--- src/rtl/radio_status_pkg.sv ---
// constants for the radio interrupt, supply regulator and battery monitor registers
// assumes byte-wide registers on a 9-bit register address
package radio_status_pkg;

	localparam int ADDR_W = 9;
	localparam int DATA_W = 8;

	// register addresses
	localparam logic [ADDR_W-1:0] ADDR_IRQ_ENABLE  = 9'h14E;
	localparam logic [ADDR_W-1:0] ADDR_IRQ_PENDING = 9'h14F;
	localparam logic [ADDR_W-1:0] ADDR_SUPPLY_CTRL = 9'h150;
	localparam logic [ADDR_W-1:0] ADDR_BATTERY     = 9'h151;

	// pending / enable flag positions
	localparam int FLAG_WAKE        = 7;
	localparam int FLAG_TX_DONE     = 6;
	localparam int FLAG_ADDR_MATCH  = 5;
	localparam int FLAG_CHAN_ASSESS = 4;
	localparam int FLAG_RX_DONE     = 3;
	localparam int FLAG_RX_START    = 2;
	localparam int FLAG_SYNTH_UNLK  = 1;
	localparam int FLAG_SYNTH_LOCK  = 0;

	// supply regulator control fields
	localparam int SUP_ANALOG_EXT   = 7;
	localparam int SUP_ANALOG_READY = 6;
	localparam int SUP_ANALOG_TRIM  = 4;
	localparam int SUP_DIGITAL_EXT  = 3;
	localparam int SUP_DIGITAL_RDY  = 2;
	localparam int SUP_DIGITAL_TRIM = 0;
	localparam int TRIM_W           = 2;

	// battery monitor fields
	localparam int BATTERY_LOW_FLAG_FLAG     = 7;
	localparam int BATTERY_LOW_FLAG_IRQ_EN   = 6;
	localparam int BAT_ABOVE_THR    = 5;
	localparam int BAT_RANGE_SEL    = 4;
	localparam int BAT_THR_SEL      = 0;
	localparam int THR_W            = 4;

	// reset values
	localparam logic [DATA_W-1:0] RST_IRQ_ENABLE  = 8'h00;
	localparam logic [DATA_W-1:0] RST_IRQ_PENDING = 8'h00;
	localparam logic [TRIM_W-1:0] RST_TRIM        = 2'h0;
	localparam logic [THR_W-1:0]  RST_THRESHOLD   = 4'h2;
	localparam logic [DATA_W-1:0] READ_IDLE       = 8'h00;

	// trim encodings of the supply level
	localparam logic [TRIM_W-1:0] TRIM_1V80 = 2'h0;
	localparam logic [TRIM_W-1:0] TRIM_1V75 = 2'h1;
	localparam logic [TRIM_W-1:0] TRIM_1V84 = 2'h2;
	localparam logic [TRIM_W-1:0] TRIM_1V88 = 2'h3;

endpackage

--- src/rtl/radio_status_regs.sv ---
// radio interrupt pending/enable, supply regulator control and battery monitor registers
// assumes register strobes and radio events on core_clk; analog status inputs are asynchronous
`timescale 1ns/1ps

module radio_status_regs
	import radio_status_pkg::*;
(
	input  wire logic              core_clk,
	input  wire logic              rstn,
	input  wire logic [ADDR_W-1:0] regAddr,
	input  wire logic [DATA_W-1:0] regWrData,
	input  wire logic              regWrite,
	input  wire logic              regRead,
	output logic      [DATA_W-1:0] regRdData,
	input  wire logic [DATA_W-1:0] radioEvent,
	input  wire logic [DATA_W-1:0] radioServiceAck,
	input  wire logic              batteryServiceAck,
	input  wire logic              analogSettledAsync,
	input  wire logic              digitalSettledAsync,
	input  wire logic              batteryAboveAsync,
	output logic      [DATA_W-1:0] radioIrqReq,
	output logic                   batteryIrqReq,
	output logic                   analogRegOff,
	output logic      [TRIM_W-1:0] analogSupplyTrim,
	output logic      [TRIM_W-1:0] digitalSupplyTrim,
	output logic                   batteryRangeSel,
	output logic      [THR_W-1:0]  batteryThresholdSel
);

	logic [DATA_W-1:0] pending_q;
	logic [DATA_W-1:0] enable_q;
	logic              analogExt_q;
	logic              digitalExt_q;
	logic [TRIM_W-1:0] analogTrim_q;
	logic [TRIM_W-1:0] digitalTrim_q;
	logic              batLow_q;
	logic              batLowEn_q;
	logic              batRange_q;
	logic [THR_W-1:0]  batThr_q;
	logic [2:0]        syncA_q;
	logic [2:0]        syncB_q;
	logic [2:0]        syncC_q;
	logic              batAbovePrev_q;
	logic [DATA_W-1:0] regRdData_q;
	logic [DATA_W-1:0] radioIrqReq_q;
	logic              batteryIrqReq_q;
	logic [DATA_W-1:0] readMux;
	logic              analogReady;
	logic              digitalReady;
	logic              batAbove;
	logic              batDrop;
	logic              wrPending;
	logic              wrSupply;
	logic              wrBattery;
	logic              wrEnable;

	assign wrPending = regWrite && (regAddr == ADDR_IRQ_PENDING);
	assign wrSupply  = regWrite && (regAddr == ADDR_SUPPLY_CTRL);
	assign wrBattery = regWrite && (regAddr == ADDR_BATTERY);
	assign wrEnable  = regWrite && (regAddr == ADDR_IRQ_ENABLE);

	// two-stage synchronisers; syncA_q is first stage, only read by syncB_q
	always_ff @(posedge core_clk or negedge rstn) begin
		if (!rstn) begin
			syncA_q <= 3'h0;
			syncB_q <= 3'h0;
		end else begin
			syncA_q <= {batteryAboveAsync, digitalSettledAsync, analogSettledAsync};
			syncB_q <= syncA_q;
		end
	end

	// syncC_q aliases syncB_q; bits 0, 1, 2 carry analog, digital and battery status
	assign syncC_q = syncB_q;

	// analog regulator off means not ready unless external supply selected
	assign analogReady  = analogExt_q | (syncC_q[0] & ~analogExt_q);
	// internal digital regulator stays on whatever the external bit says
	assign digitalReady = digitalExt_q | syncC_q[1];
	assign batAbove     = syncC_q[2];
	assign batDrop      = batAbovePrev_q & ~batAbove;

	always_ff @(posedge core_clk or negedge rstn) begin
		if (!rstn) begin
			batAbovePrev_q <= 1'b0;
		end else begin
			batAbovePrev_q <= batAbove;
		end
	end

	// pending flags: new event beats a same-cycle clear
	always_ff @(posedge core_clk or negedge rstn) begin
		if (!rstn) begin
			pending_q <= RST_IRQ_PENDING;
		end else begin
			pending_q <= (pending_q
				& ~(wrPending ? regWrData : READ_IDLE)
				& ~radioServiceAck)
				| radioEvent;
		end
	end

	always_ff @(posedge core_clk or negedge rstn) begin
		if (!rstn) begin
			enable_q <= RST_IRQ_ENABLE;
		end else if (wrEnable) begin
			enable_q <= regWrData;
		end
	end

	always_ff @(posedge core_clk or negedge rstn) begin
		if (!rstn) begin
			analogExt_q   <= 1'b0;
			digitalExt_q  <= 1'b0;
			analogTrim_q  <= RST_TRIM;
			digitalTrim_q <= RST_TRIM;
		end else if (wrSupply) begin
			// ready bits 6 and 2 are not stored
			analogExt_q   <= regWrData[SUP_ANALOG_EXT];
			digitalExt_q  <= regWrData[SUP_DIGITAL_EXT];
			analogTrim_q  <= regWrData[SUP_ANALOG_TRIM +: TRIM_W];
			digitalTrim_q <= regWrData[SUP_DIGITAL_TRIM +: TRIM_W];
		end
	end

	always_ff @(posedge core_clk or negedge rstn) begin
		if (!rstn) begin
			batLowEn_q <= 1'b0;
			batRange_q <= 1'b0;
			batThr_q   <= RST_THRESHOLD;
		end else if (wrBattery) begin
			batLowEn_q <= regWrData[BATTERY_LOW_FLAG_IRQ_EN];
			batRange_q <= regWrData[BAT_RANGE_SEL];
			batThr_q   <= regWrData[BAT_THR_SEL +: THR_W];
		end
	end

	// battery low flag set on a drop below threshold; set beats clear
	always_ff @(posedge core_clk or negedge rstn) begin
		if (!rstn) begin
			batLow_q <= 1'b0;
		end else begin
			batLow_q <= (batLow_q
				& ~(wrBattery & regWrData[BATTERY_LOW_FLAG_FLAG])
				& ~batteryServiceAck)
				| batDrop;
		end
	end

	always_comb begin
		readMux = READ_IDLE;
		unique case (regAddr)
			ADDR_IRQ_ENABLE:  readMux = enable_q;
			ADDR_IRQ_PENDING: readMux = pending_q;
			ADDR_SUPPLY_CTRL: readMux = {analogExt_q, analogReady, analogTrim_q,
				digitalExt_q, digitalReady, digitalTrim_q};
			ADDR_BATTERY:     readMux = {batLow_q, batLowEn_q, batAbove, batRange_q,
				batThr_q};
			default:          readMux = READ_IDLE;
		endcase
	end

	// read data valid only in the cycle after the strobe
	always_ff @(posedge core_clk or negedge rstn) begin
		if (!rstn) begin
			regRdData_q <= READ_IDLE;
		end else begin
			regRdData_q <= regRead ? readMux : READ_IDLE;
		end
	end

	always_ff @(posedge core_clk or negedge rstn) begin
		if (!rstn) begin
			radioIrqReq_q   <= RST_IRQ_PENDING;
			batteryIrqReq_q <= 1'b0;
		end else begin
			radioIrqReq_q   <= pending_q & enable_q;
			batteryIrqReq_q <= batLow_q & batLowEn_q;
		end
	end

	assign regRdData           = regRdData_q;
	assign radioIrqReq         = radioIrqReq_q;
	assign batteryIrqReq       = batteryIrqReq_q;
	assign analogRegOff        = analogExt_q;
	assign analogSupplyTrim    = analogTrim_q;
	assign digitalSupplyTrim   = digitalTrim_q;
	assign batteryRangeSel     = batRange_q;
	assign batteryThresholdSel = batThr_q;

	a_event_sets_flag: assert property (@(posedge core_clk) disable iff (!rstn)
		(|radioEvent) |=> ((pending_q & $past(radioEvent)) == $past(radioEvent)))
		else $error("radio event did not set its pending flag");

	a_write_one_clears: assert property (@(posedge core_clk) disable iff (!rstn)
		(wrPending && radioEvent == 8'h00 && radioServiceAck == 8'h00)
		|=> pending_q == ($past(pending_q) & ~$past(regWrData)))
		else $error("pending write did not clear exactly the ones written");

	a_service_clears: assert property (@(posedge core_clk) disable iff (!rstn)
		(!wrPending && radioEvent == 8'h00)
		|=> pending_q == ($past(pending_q) & ~$past(radioServiceAck)))
		else $error("service acknowledge did not clear its flag");

	a_irq_gate: assert property (@(posedge core_clk) disable iff (!rstn)
		##1 radioIrqReq == ($past(pending_q) & $past(enable_q)))
		else $error("radio request differs from flag and enable");

	a_analog_off: assert property (@(posedge core_clk) disable iff (!rstn)
		wrSupply |=> analogRegOff == $past(regWrData[SUP_ANALOG_EXT]))
		else $error("analog regulator off does not follow written bit");

	a_analog_ready: assert property (@(posedge core_clk) disable iff (!rstn)
		(regRead && regAddr == ADDR_SUPPLY_CTRL && analogExt_q)
		|=> regRdData[SUP_ANALOG_READY])
		else $error("analog ready not forced by external supply bit");

	a_digital_ready: assert property (@(posedge core_clk) disable iff (!rstn)
		(regRead && regAddr == ADDR_SUPPLY_CTRL && digitalExt_q)
		|=> regRdData[SUP_DIGITAL_RDY])
		else $error("digital ready not forced by external supply bit");

	a_battery_gate: assert property (@(posedge core_clk) disable iff (!rstn)
		!batLowEn_q |=> !batteryIrqReq)
		else $error("battery request raised while disabled");

	a_battery_clear: assert property (@(posedge core_clk) disable iff (!rstn)
		(wrBattery && regWrData[BATTERY_LOW_FLAG_FLAG] && !batDrop) |=> !batLow_q)
		else $error("battery low flag not cleared by write of one");

	a_trim_stored: assert property (@(posedge core_clk) disable iff (!rstn)
		wrSupply |=> (analogSupplyTrim == $past(regWrData[SUP_ANALOG_TRIM +: TRIM_W])
			&& digitalSupplyTrim == $past(regWrData[SUP_DIGITAL_TRIM +: TRIM_W])))
		else $error("trim fields not stored");

	a_read_one_cycle: assert property (@(posedge core_clk) disable iff (!rstn)
		!regRead |=> regRdData == 8'h00)
		else $error("read data present without read strobe");

	a_write_zero_keeps: assert property (@(posedge core_clk) disable iff (!rstn)
		(wrPending && radioServiceAck == 8'h00)
		|=> (pending_q & ~$past(regWrData))
			== (($past(pending_q) | $past(radioEvent)) & ~$past(regWrData)))
		else $error("pending write of zero changed a flag");

	a_no_spurious_flag: assert property (@(posedge core_clk) disable iff (!rstn)
		1'b1 |=> (pending_q & ~$past(pending_q) & ~$past(radioEvent)) == 8'h00)
		else $error("pending flag rose without its event");

	a_flag_holds: assert property (@(posedge core_clk) disable iff (!rstn)
		(!wrPending && radioServiceAck == 8'h00)
		|=> (pending_q & $past(pending_q)) == $past(pending_q))
		else $error("pending flag dropped without a clear");

	a_ack_only_own: assert property (@(posedge core_clk) disable iff (!rstn)
		!wrPending
		|=> (pending_q & ~$past(radioServiceAck))
			== (($past(pending_q) | $past(radioEvent)) & ~$past(radioServiceAck)))
		else $error("service acknowledge touched another flag");

	a_enable_write: assert property (@(posedge core_clk) disable iff (!rstn)
		wrEnable |=> enable_q == $past(regWrData))
		else $error("enable register not written");

	a_enable_holds: assert property (@(posedge core_clk) disable iff (!rstn)
		!wrEnable |=> $stable(enable_q))
		else $error("enable register changed without a write");

	a_pending_read: assert property (@(posedge core_clk) disable iff (!rstn)
		(regRead && regAddr == ADDR_IRQ_PENDING)
		|=> regRdData == $past(pending_q))
		else $error("pending read data differs from flags");

	a_enable_read: assert property (@(posedge core_clk) disable iff (!rstn)
		(regRead && regAddr == ADDR_IRQ_ENABLE)
		|=> regRdData == $past(enable_q))
		else $error("enable read data differs from register");

	a_supply_fields: assert property (@(posedge core_clk) disable iff (!rstn)
		(regRead && regAddr == ADDR_SUPPLY_CTRL)
		|=> (regRdData[SUP_ANALOG_EXT] == $past(analogExt_q)
			&& regRdData[SUP_DIGITAL_EXT] == $past(digitalExt_q)))
		else $error("supply select bits read back wrong");

	a_trim_readback: assert property (@(posedge core_clk) disable iff (!rstn)
		(regRead && regAddr == ADDR_SUPPLY_CTRL)
		|=> (regRdData[SUP_ANALOG_TRIM +: TRIM_W] == $past(analogTrim_q)
			&& regRdData[SUP_DIGITAL_TRIM +: TRIM_W] == $past(digitalTrim_q)))
		else $error("trim fields read back wrong");

	a_analog_unready: assert property (@(posedge core_clk) disable iff (!rstn)
		(regRead && regAddr == ADDR_SUPPLY_CTRL && !analogExt_q && !syncC_q[0])
		|=> !regRdData[SUP_ANALOG_READY])
		else $error("analog ready set while supply unsettled");

	a_analog_settled: assert property (@(posedge core_clk) disable iff (!rstn)
		(regRead && regAddr == ADDR_SUPPLY_CTRL && syncC_q[0])
		|=> regRdData[SUP_ANALOG_READY])
		else $error("analog ready clear while supply settled");

	a_digital_settled: assert property (@(posedge core_clk) disable iff (!rstn)
		(regRead && regAddr == ADDR_SUPPLY_CTRL && syncC_q[1])
		|=> regRdData[SUP_DIGITAL_RDY])
		else $error("digital ready clear while supply settled");

	a_digital_unready: assert property (@(posedge core_clk) disable iff (!rstn)
		(regRead && regAddr == ADDR_SUPPLY_CTRL && !digitalExt_q && !syncC_q[1])
		|=> !regRdData[SUP_DIGITAL_RDY])
		else $error("digital ready set while supply unsettled");

	a_digital_ext_stored: assert property (@(posedge core_clk) disable iff (!rstn)
		wrSupply |=> digitalExt_q == $past(regWrData[SUP_DIGITAL_EXT]))
		else $error("digital external bit not stored");

	a_supply_holds: assert property (@(posedge core_clk) disable iff (!rstn)
		!wrSupply
		|=> ($stable(analogRegOff) && $stable(analogSupplyTrim) && $stable(digitalSupplyTrim)))
		else $error("supply outputs changed without a write");

	a_battery_fields: assert property (@(posedge core_clk) disable iff (!rstn)
		(regRead && regAddr == ADDR_BATTERY)
		|=> (regRdData[BAT_ABOVE_THR] == $past(batAbove)
			&& regRdData[BATTERY_LOW_FLAG_FLAG] == $past(batLow_q)))
		else $error("battery status bits read back wrong");

	a_battery_cfg_read: assert property (@(posedge core_clk) disable iff (!rstn)
		(regRead && regAddr == ADDR_BATTERY)
		|=> (regRdData[BAT_THR_SEL +: THR_W] == $past(batThr_q)
			&& regRdData[BAT_RANGE_SEL] == $past(batRange_q)
			&& regRdData[BATTERY_LOW_FLAG_IRQ_EN] == $past(batLowEn_q)))
		else $error("battery settings read back wrong");

	a_battery_set: assert property (@(posedge core_clk) disable iff (!rstn)
		batDrop |=> batLow_q)
		else $error("battery drop did not set the low flag");

	a_battery_hold: assert property (@(posedge core_clk) disable iff (!rstn)
		(!batDrop && !batteryServiceAck && !(wrBattery && regWrData[BATTERY_LOW_FLAG_FLAG]))
		|=> batLow_q == $past(batLow_q))
		else $error("battery low flag changed without cause");

	a_battery_service: assert property (@(posedge core_clk) disable iff (!rstn)
		(batteryServiceAck && !batDrop) |=> !batLow_q)
		else $error("battery service did not clear the low flag");

	a_battery_req: assert property (@(posedge core_clk) disable iff (!rstn)
		(batLow_q && batLowEn_q) |=> batteryIrqReq)
		else $error("battery request missing with flag and enable");

	a_range_stored: assert property (@(posedge core_clk) disable iff (!rstn)
		wrBattery |=> batteryRangeSel == $past(regWrData[BAT_RANGE_SEL]))
		else $error("battery range bit not stored");

	a_threshold_stored: assert property (@(posedge core_clk) disable iff (!rstn)
		wrBattery |=> batteryThresholdSel == $past(regWrData[BAT_THR_SEL +: THR_W]))
		else $error("battery threshold not stored");

	a_unmapped_read: assert property (@(posedge core_clk) disable iff (!rstn)
		(regRead && regAddr != ADDR_IRQ_ENABLE && regAddr != ADDR_IRQ_PENDING
			&& regAddr != ADDR_SUPPLY_CTRL && regAddr != ADDR_BATTERY)
		|=> regRdData == READ_IDLE)
		else $error("unmapped address read back nonzero");

endmodule // radio_status_regs

--- config.mk ---
export PLATFORM = sky130hd
export DESIGN_NAME = radio_status_regs
export DESIGN_NICKNAME = d
export VERILOG_FILES = /design/src/rtl/radio_status_pkg.sv /design/src/rtl/radio_status_regs.sv
export SDC_FILE = /design/constraint.sdc
export NUM_CORES = 1
export LEC_CHECK = 0
export BUFFER_PORTS_ARGS = -buffer_cell sky130_fd_sc_hd__buf_2
export CORE_ASPECT_RATIO = 1.4
export CORE_MARGIN = 3
export CORE_UTILIZATION = 45
export CTS_CLUSTER_SIZE = 20
export DETAILED_ROUTE_END_ITERATION = 16
export PLACE_DENSITY_LB_ADDON = 0.25
export SYNTH_ARGS = -nofsm -noshare
export SYNTH_HDL_FRONTEND = slang
export SYNTH_SLANG_ARGS = --single-unit
--- constraint.sdc ---
create_clock -name core_clk -period 2.7 [get_ports core_clk]
set_input_delay 0.27 -clock core_clk [delete_from_list [all_inputs] [get_ports core_clk]]
set_output_delay 0.27 -clock core_clk [all_outputs]
set_load 0.02 [all_outputs]
# After elaboration in Yosys (flattened, before gate mapping)
# Index checks and enable logic that the tools add are counted.
totals:
  ff_bits: 53
  input_bits: 41
  output_inout_bits: 27
  word_cells: 46
op_classes:
  eq_ne: 4
  n_mux: 3
  n_bitwise: 19
  n_reduce_logical: 4
op_table:
  columns: ["operator", "count"]
  rows:
  - ["$eq A9 B9 Y1 const B", 4]
  - ["$pmux W8 S4", 1]
  - ["$and A8 B8 Y8", 3]
  - ["$mux W8", 2]
  - ["$not A8 Y8", 2]
  - ["$or A8 B8 Y8", 1]
  - ["$and A1 B1 Y1", 6]
  - ["$logic_and A1 B1 Y1", 4]
  - ["$not A1 Y1", 4]
  - ["$or A1 B1 Y1", 3]

# Longest topological paths before layout
# Gate-level depths: netlist of the first run.
depth:
  word_depth: 7
  mapped_depth: 5
  depth_no_buf: 3

# Worst setup path after synthesis of the first run
# Ideal clock, no wire load.
synth_timing:
  path_type: "input -> register"
  from: "input regAddr[2]"
  to: "register analogExt_q (netlist: analogRegOff)"
  setup_ns: 0.125
  arrival_time_ns: 1.785
  t_required_ns: 2.575
  setup_slack_ns: 0.790
  path_stages: 5
  n_path_buf: 2
  cell_sequence: "or4b_1 > buf_2 > or4_4 > buf_6 > mux2_4"
synth_between:
  elab_chain_len: 2
synth_lines:
  columns: ["element", "line_no", "text"]
  rows:
  - ["from (decl)", "radio_status_regs.sv:10", "input wire logic [ADDR_W-1:0] regAddr,"]
  - ["$eq A9 B9 Y1", "radio_status_regs.sv:58", "assign wrSupply = regWrite && (regAddr == ADDR_SUPPLY_CTRL);"]
  - ["$logic_and A1 B1 Y1", "radio_status_regs.sv:58", null]
  - ["to (signal assigned)", "radio_status_regs.sv:119", "analogExt_q <= regWrData[SUP_ANALOG_EXT];"]
  - ["to (decl)", "radio_status_regs.sv:32", "logic analogExt_q;"]
# Every way passes these cells.
# A chain may end at the register's enable or synchronous reset.

# Worst setup path in the final report of the first run
layout_timing:
  from: "input regAddr[2]"
  to: "register batThr_q[3] (netlist: batteryThresholdSel[3])"
layout_between:
  elab_chain_len: 2
layout_lines:
  columns: ["element", "line_no", "text"]
  rows:
  - ["$eq A9 B9 Y1", "radio_status_regs.sv:59", "assign wrBattery = regWrite && (regAddr == ADDR_BATTERY);"]
  - ["$logic_and A1 B1 Y1", "radio_status_regs.sv:59", null]
  - ["to (signal assigned)", "radio_status_regs.sv:134", "batThr_q <= regWrData[BAT_THR_SEL +: THR_W];"]
  - ["to (decl)", "radio_status_regs.sv:39", "logic [THR_W-1:0] batThr_q;"]
# Every way passes these cells.

==> results of run 1 <==
flip-flops by register name, summed over array words and instances (netlist names), 2 cells and up:
| signal | count |
|---|---|
| regRdData | 8 |
| radioIrqReq | 8 |
| analogSupplyTrim | 2 |
| digitalSupplyTrim | 2 |
| batteryThresholdSel | 4 |
| enable_q | 8 |
| syncB_q | 3 |
| pending_q | 8 |
| syncA_q | 3 |
report_power, final:
group	internal, mW	total [mW]	leakage, nW	switching, mW
sequential	0.819	0.835	0.690	0.0158
clock	0.232	0.477	0.0542	0.245
combinational	0.0643	0.134	0.700	0.0699
total	1.12	1.45	1.45	0.330
final cells by class:
cell class              count  area, um2
fillers                   446       1910
flip-flops and latches     53       1330
multi-input cells          92        807
repair buffers             73        383
clock buffers               7       96.3
well taps                  62       77.6
inverters                  10       37.5
clock inverters             1       5.00
cells in the final DEF, fill, tap and decap left out, drive strengths merged, types with 2 or more instances in the layout:
master / synthesis / routed
nor2b: 2 / 2
dfrtp: 52 / 52
clkbuf: 5 / 7
nor3: 2 / 2
mux2: 20 / 20
nand4: 8 / 8
buf: 3 / 72
o32a: 2 / 2
or4: 2 / 2
a31o: 8 / 8
inv: 10 / 10
nor2: 8 / 8
o22a: 6 / 6
and2: 10 / 10
mux2i: 14 / 14
worst register-to-register path, delay by kind of cell, from the launching register on:
kind	cells	cell delay, ns
AOI/OAI and AO/OA	1	0.19
DFF	1	0.41
and+or+nand+nor	2	0.30
how the worst min path moves through the flow:
| stage | from | endpoint | slack [ns] | depth (start not counted) |
|---|---|---|---|---|
| finish | digitalSettledAsync | syncA_q[1]$_DFF_PN0_ | 0.07 | 1 |
| global placement | rstn | radioIrqReq[6]$_DFF_PN0_ | 0.28 | 1 |
| floorplan | rstn | analogRegOff$_DFFE_PN0P_ | -0.03 | 0 |
| CTS | digitalSettledAsync | syncA_q[1]$_DFF_PN0_ | 0.06 | 1 |
| global route | batteryAboveAsync | syncA_q[2]$_DFF_PN0_ | 0.05 | 1 |
| detailed placement | rstn | radioIrqReq[6]$_DFF_PN0_ | 0.28 | 1 |
per-layer routing:
layer	routed length (um)	vias to the layer above	GRT usage (%)
li1	-	725	-
met1	1970	744	22.4
met4	135	0	9.25
met2	2310	55	30.7
met3	333	11	4.96
met5	0	-	0
cells by family after synthesis:
group                  after synthesis  share of synthesized area (%)
buffers and inverters               18                           3.52
and+or+nand+nor                     40                           11.6
AOI/OAI and AO/OA                   18                           7.09
muxes                               34                           17.6
DFF                                 53                           60.2
repair_timing:
action | 4_1_cts | 5_1_grt
hold buffers | 1 | 0
endpoints found under the hold margin | 21 | 0
endpoints found under the setup margin | 0 | 0
==> results.cfg, run 1 <==
[worst_setup_path]
path_buf_inv = 1
start_kind = input pin
rr_endpoint = regRdData[2]$_DFF_PN0_
worstRegToRegCells = 3
crit_end = batteryThresholdSel[3]$_DFFE_PN0P_
critical_path.top_delay_family = simple AND/OR/NAND/NOR gates
path_class = in -> reg
critical-path-slowest-cell = or4b_1
crit_fanout = 7
r2r_start = digitalExt_q$_DFFE_PN0P_
cp-end-kind = flip-flop
crit_cells = 4
rrSetupSlack_ns = 1.69
required_ns = 2.89
cp.arrival_ns = 1.85
startpoint = regAddr[2]
max_stage_delay_ns = 0.60
crit_path_cell_trace = buf_2, or4b_1, nor3b_2, mux2_2

[pwr]
total_power_mw = 1.45
ir_drop_v = 0.000311
power_leakage_nw = 1.45
p_per_area_nw_per_um2 = 529

[detailed_routing]
via_per_inst = 5.15
drtPass1Iterations = 4
wire_per_inst_um = 15.9
ant_nets = 0
drc = 0
drt_iter0_markers = 43
vias = 1535
wl_um = 4750

[yosys]
ys_warn_count = 0
synth_cells = 163
synthTopCellsByCount = dfrtp_1, mux2_2, mux2i_1
syn_nets = 204
synth-main-ff-cell = dfrtp_1
synth_seq_area_share_pct = 60.2
yosysMostFrequentCell = dfrtp_1
syn_area_um2 = 2210
ys_seq_elements = 53
synth_enable_flop_cells = 0
async_flop_share_pct = 100
synth_cell_type_count = 29
synth_area_leader_cell = dfrtp_1
syn_avg_cell_area_um2 = 13.5
synthTopCellsByArea = dfrtp_1, mux2_2, mux2i_1
yosys.area.top_type_share_pct = 59.0

[global_routing]
grt_max_degree = 32
grt_pass1_vias = 1616
grt_pass1_wl_um = 7920
antenna_found_initial = 0
grt_usage_pct = 18.6
grt_overflow = 0

[sta]
fin_crit_ns = 1.66
setup_viol_count_final = 0
rsz0062_at_grt = no
fmax_ghz = 0.603
fin_crit_sh_pct = 61.5
fin_tns_setup_ns = 0
slew_violations = 0
fin_skew_ns = 0.00532
timing.hold.ws_ns = 0.0665
tightest_slew_ns = 0.544
slew_headroom_pct = 63.7
setup_ws_ns = 1.04
hold_viol = 0

[floorplan]
core_um2 = 4640
start_util_pct = 47.5
rows = 29
die_x_um = 65.2
dieArea_um2 = 5790
io_pins = 68
die_h_um = 88.8

[final_layout]
fin_area_um2 = 2730
utilization_pct = 58.9
antennaDiodeCount = 0
area_growth_pct = 23.9
drive_above_1_share_pct = 47.5
finalNonFillerCells = 298
nets = 276

[clock_tree]
htree_levels = 2
post-cts-setup-buffers = 0
cts_root_buffer = clkbuf_8
insertion_delay_ns = 0.30
cts_resized = 0
path_clk_slew_ns = 0.09
numCtsBuffers = 5
tritoncts = done
cts_sinks = 53
clockBufferDepth = 2

[placed_design]
post_dp_cell_area_um2 = 2620
io_buffers = 67
place_inst = 289
dp_slack_ns = 0.684
hpwlAfterDp_um = 3400
globalplace.congestion = 0.779

[status]
status = complete, no violations

[job]
maxCapViolations = 0

[hold_path]
hold_class = in -> reg
(Power assumes the default switching activity.)
==> inputs of run 2 (changes only) <==
Clock period 2.7 ns to 1.36 ns, I/O delays scaled along.
==> run 2 against run 1 <==
  * The run now ends with setup timing left
  * Non-clock buffer count up 15
  * Register-to-register slack lost 1.3 ns
  * Die area unchanged
  * Count of clock-buffer cells in the layout shrank 2
  * Final cell count up 5.0%
  * Critical path type unchanged
  * Largest cell class unchanged
==> results.cfg, run 2 (synthesis gave the netlist of run 1 again) <==
[detailed_routing]
vias = 1588
top_layer = met4
dr_wl_met3_um = 309
via_per_inst = 5.07
met1_length_um = 2030
drc = 0
wl_met2_um = 2600
drt_iter0_markers = 61
wire_per_inst_um = 16.0
wl_um = 5000
drtPass1Iterations = 4
ant_nets = 0

[sta]
setup_viol_count_final = 6
hold_viol = 0
setup_ws_ns = -0.0707
slew_headroom_pct = 73.7
fmax_ghz = 0.699
slew_violations = 0
tightest_slew_ns = 0.394
fin_skew_ns = 0.00855
fin_crit_ns = 1.43
rsz0062_at_grt = yes
fin_crit_sh_pct = 105

[hold_path]
hold_class = in -> reg

[placed_design]
io_buffers = 67
globalplace.congestion = 0.761
hpwlAfterDp_um = 3740
place_inst = 300
dp_slack_ns = -0.422

[global_routing]
grt_max_degree = 27
grt_pass1_wl_um = 8270
grt_overflow = 0
antenna_found_initial = 0
grt_pass1_vias = 1720
grt_usage_pct = 19.1

[worst_setup_path]
start_kind = input pin
required_ns = 1.55
path_class = in -> reg
cp-end-kind = flip-flop
cp.arrival_ns = 1.62
crit_fanout = 6

[status]
status = finished, violations left
violations = setup timing

[pwr]
ir_drop_v = 0.000673
power_leakage_nw = 1.52
p_per_area_nw_per_um2 = 987

[clock_tree]
path_clk_slew_ns = 0.10
clockBufferDepth = 2
cts_root_buffer = clkbuf_8
numCtsBuffers = 5
cts_sinks = 53
tritoncts = done
htree_levels = 2
insertion_delay_ns = 0.30

[floorplan]
rows = 29
io_pins = 68
start_util_pct = 47.5
die_x_um = 65.2
core_um2 = 4640
die_h_um = 88.8
dieArea_um2 = 5790

[final_layout]
final_cell_mix = buf_2, dfrtp_1, buf_4
antennaDiodeCount = 0
finalNonFillerCells = 313
area_growth_pct = 31.0
nets = 291
final_common_cell = buf_2
drive_above_1_share_pct = 50.2
utilization_pct = 62.2

[job]
maxCapViolations = 0
-- run 2: changes by cell type in the layout (fill, tap and decap cells not counted), moves of 2 or more --
cell           previous run  this run
clkbuf_8                  7         5
buf_12                    0         2
buf_6                     0         2
dlygate4sd3_1             1         4
buf_2                    67        65
buf_4                     5        15
-- run 2: through the flow --
stage | hold WS, ns | area (um2) | total power [mW] | TNS [ns]
after floorplan | -0.160 | 2220 | 1.81 | -4.87
after global placement | 0.0759 | 2730 | 1.98 | -6.54
after detailed placement | 0.0818 | 2730 | 1.98 | -7.13
after CTS | 0.00551 | 2880 | 2.88 | -0.342
after global routing | 0.000659 | 2890 | 2.99 | -0.407
final | 0.0132 | 2890 | 2.85 | -0.375
-- run 2: power breakdown --
part | internal [mW] | switching, mW | total [mW] | leakage (nW)
combinational | 0.158 | 0.146 | 0.304 | 0.786
sequential | 1.63 | 0.0326 | 1.66 | 0.690
clock | 0.366 | 0.521 | 0.887 | 0.0445
-- run 2: per-layer routing --
metal | track usage (%) | vias to the layer above
li1 | - | 756
met1 | 22.9 | 774
met2 | 33.9 | 51
met3 | 4.70 | 7
met4 | 5.47 | 0
met5 | 0 | -
-- run 2: critical path: stages --
cell and delay [ns]:
buf_6 0.09, or4b_4 0.55, or4_4 0.52, mux2_4 0.32
-- run 2: cell type report --
cell class,count,area (um2)
clock buffer,5,68.8
sequential,53,1330
fill,412,1760
tap,62,77.6
inverter,10,37.5
multi-input combinational,92,816
clock inverter,3,21.3
timing repair buffer,88,541
-- run 2: worst paths after layout --
kind,endpoint,slack (ns),start,cells after the start
worst max-delay path,analogRegOff$_DFFE_PN0P_,-0.07,regAddr[2],4
worst min-delay path,pending_q[7]$_DFF_PN0_,0.01,radioEvent[7],2
worst max register to register,regRdData[2]$_DFF_PN0_,0.38,digitalExt_q$_DFFE_PN0P_,3
worst min register to register,syncB_q[1]$_DFF_PN0_,0.36,syncA_q[1]$_DFF_PN0_,0
max in group asynchronous,batteryThresholdSel[1]$_DFFE_PN1P_,0.49,rstn,3
min in group asynchronous,batLow_q$_DFF_PN0_,0.27,rstn,2
-- run 2: repair_timing --
| item | in CTS | in global routing |
|---|---|---|
| hold buffers | 4 | 0 |
| pin swaps | 0 | 0 |
| setup buffers | 1 | 0 |
| resized for setup | 2 | 1 |
| hold endpoints to repair | 17 | 0 |
| setup endpoints to repair | 6 | 9 |
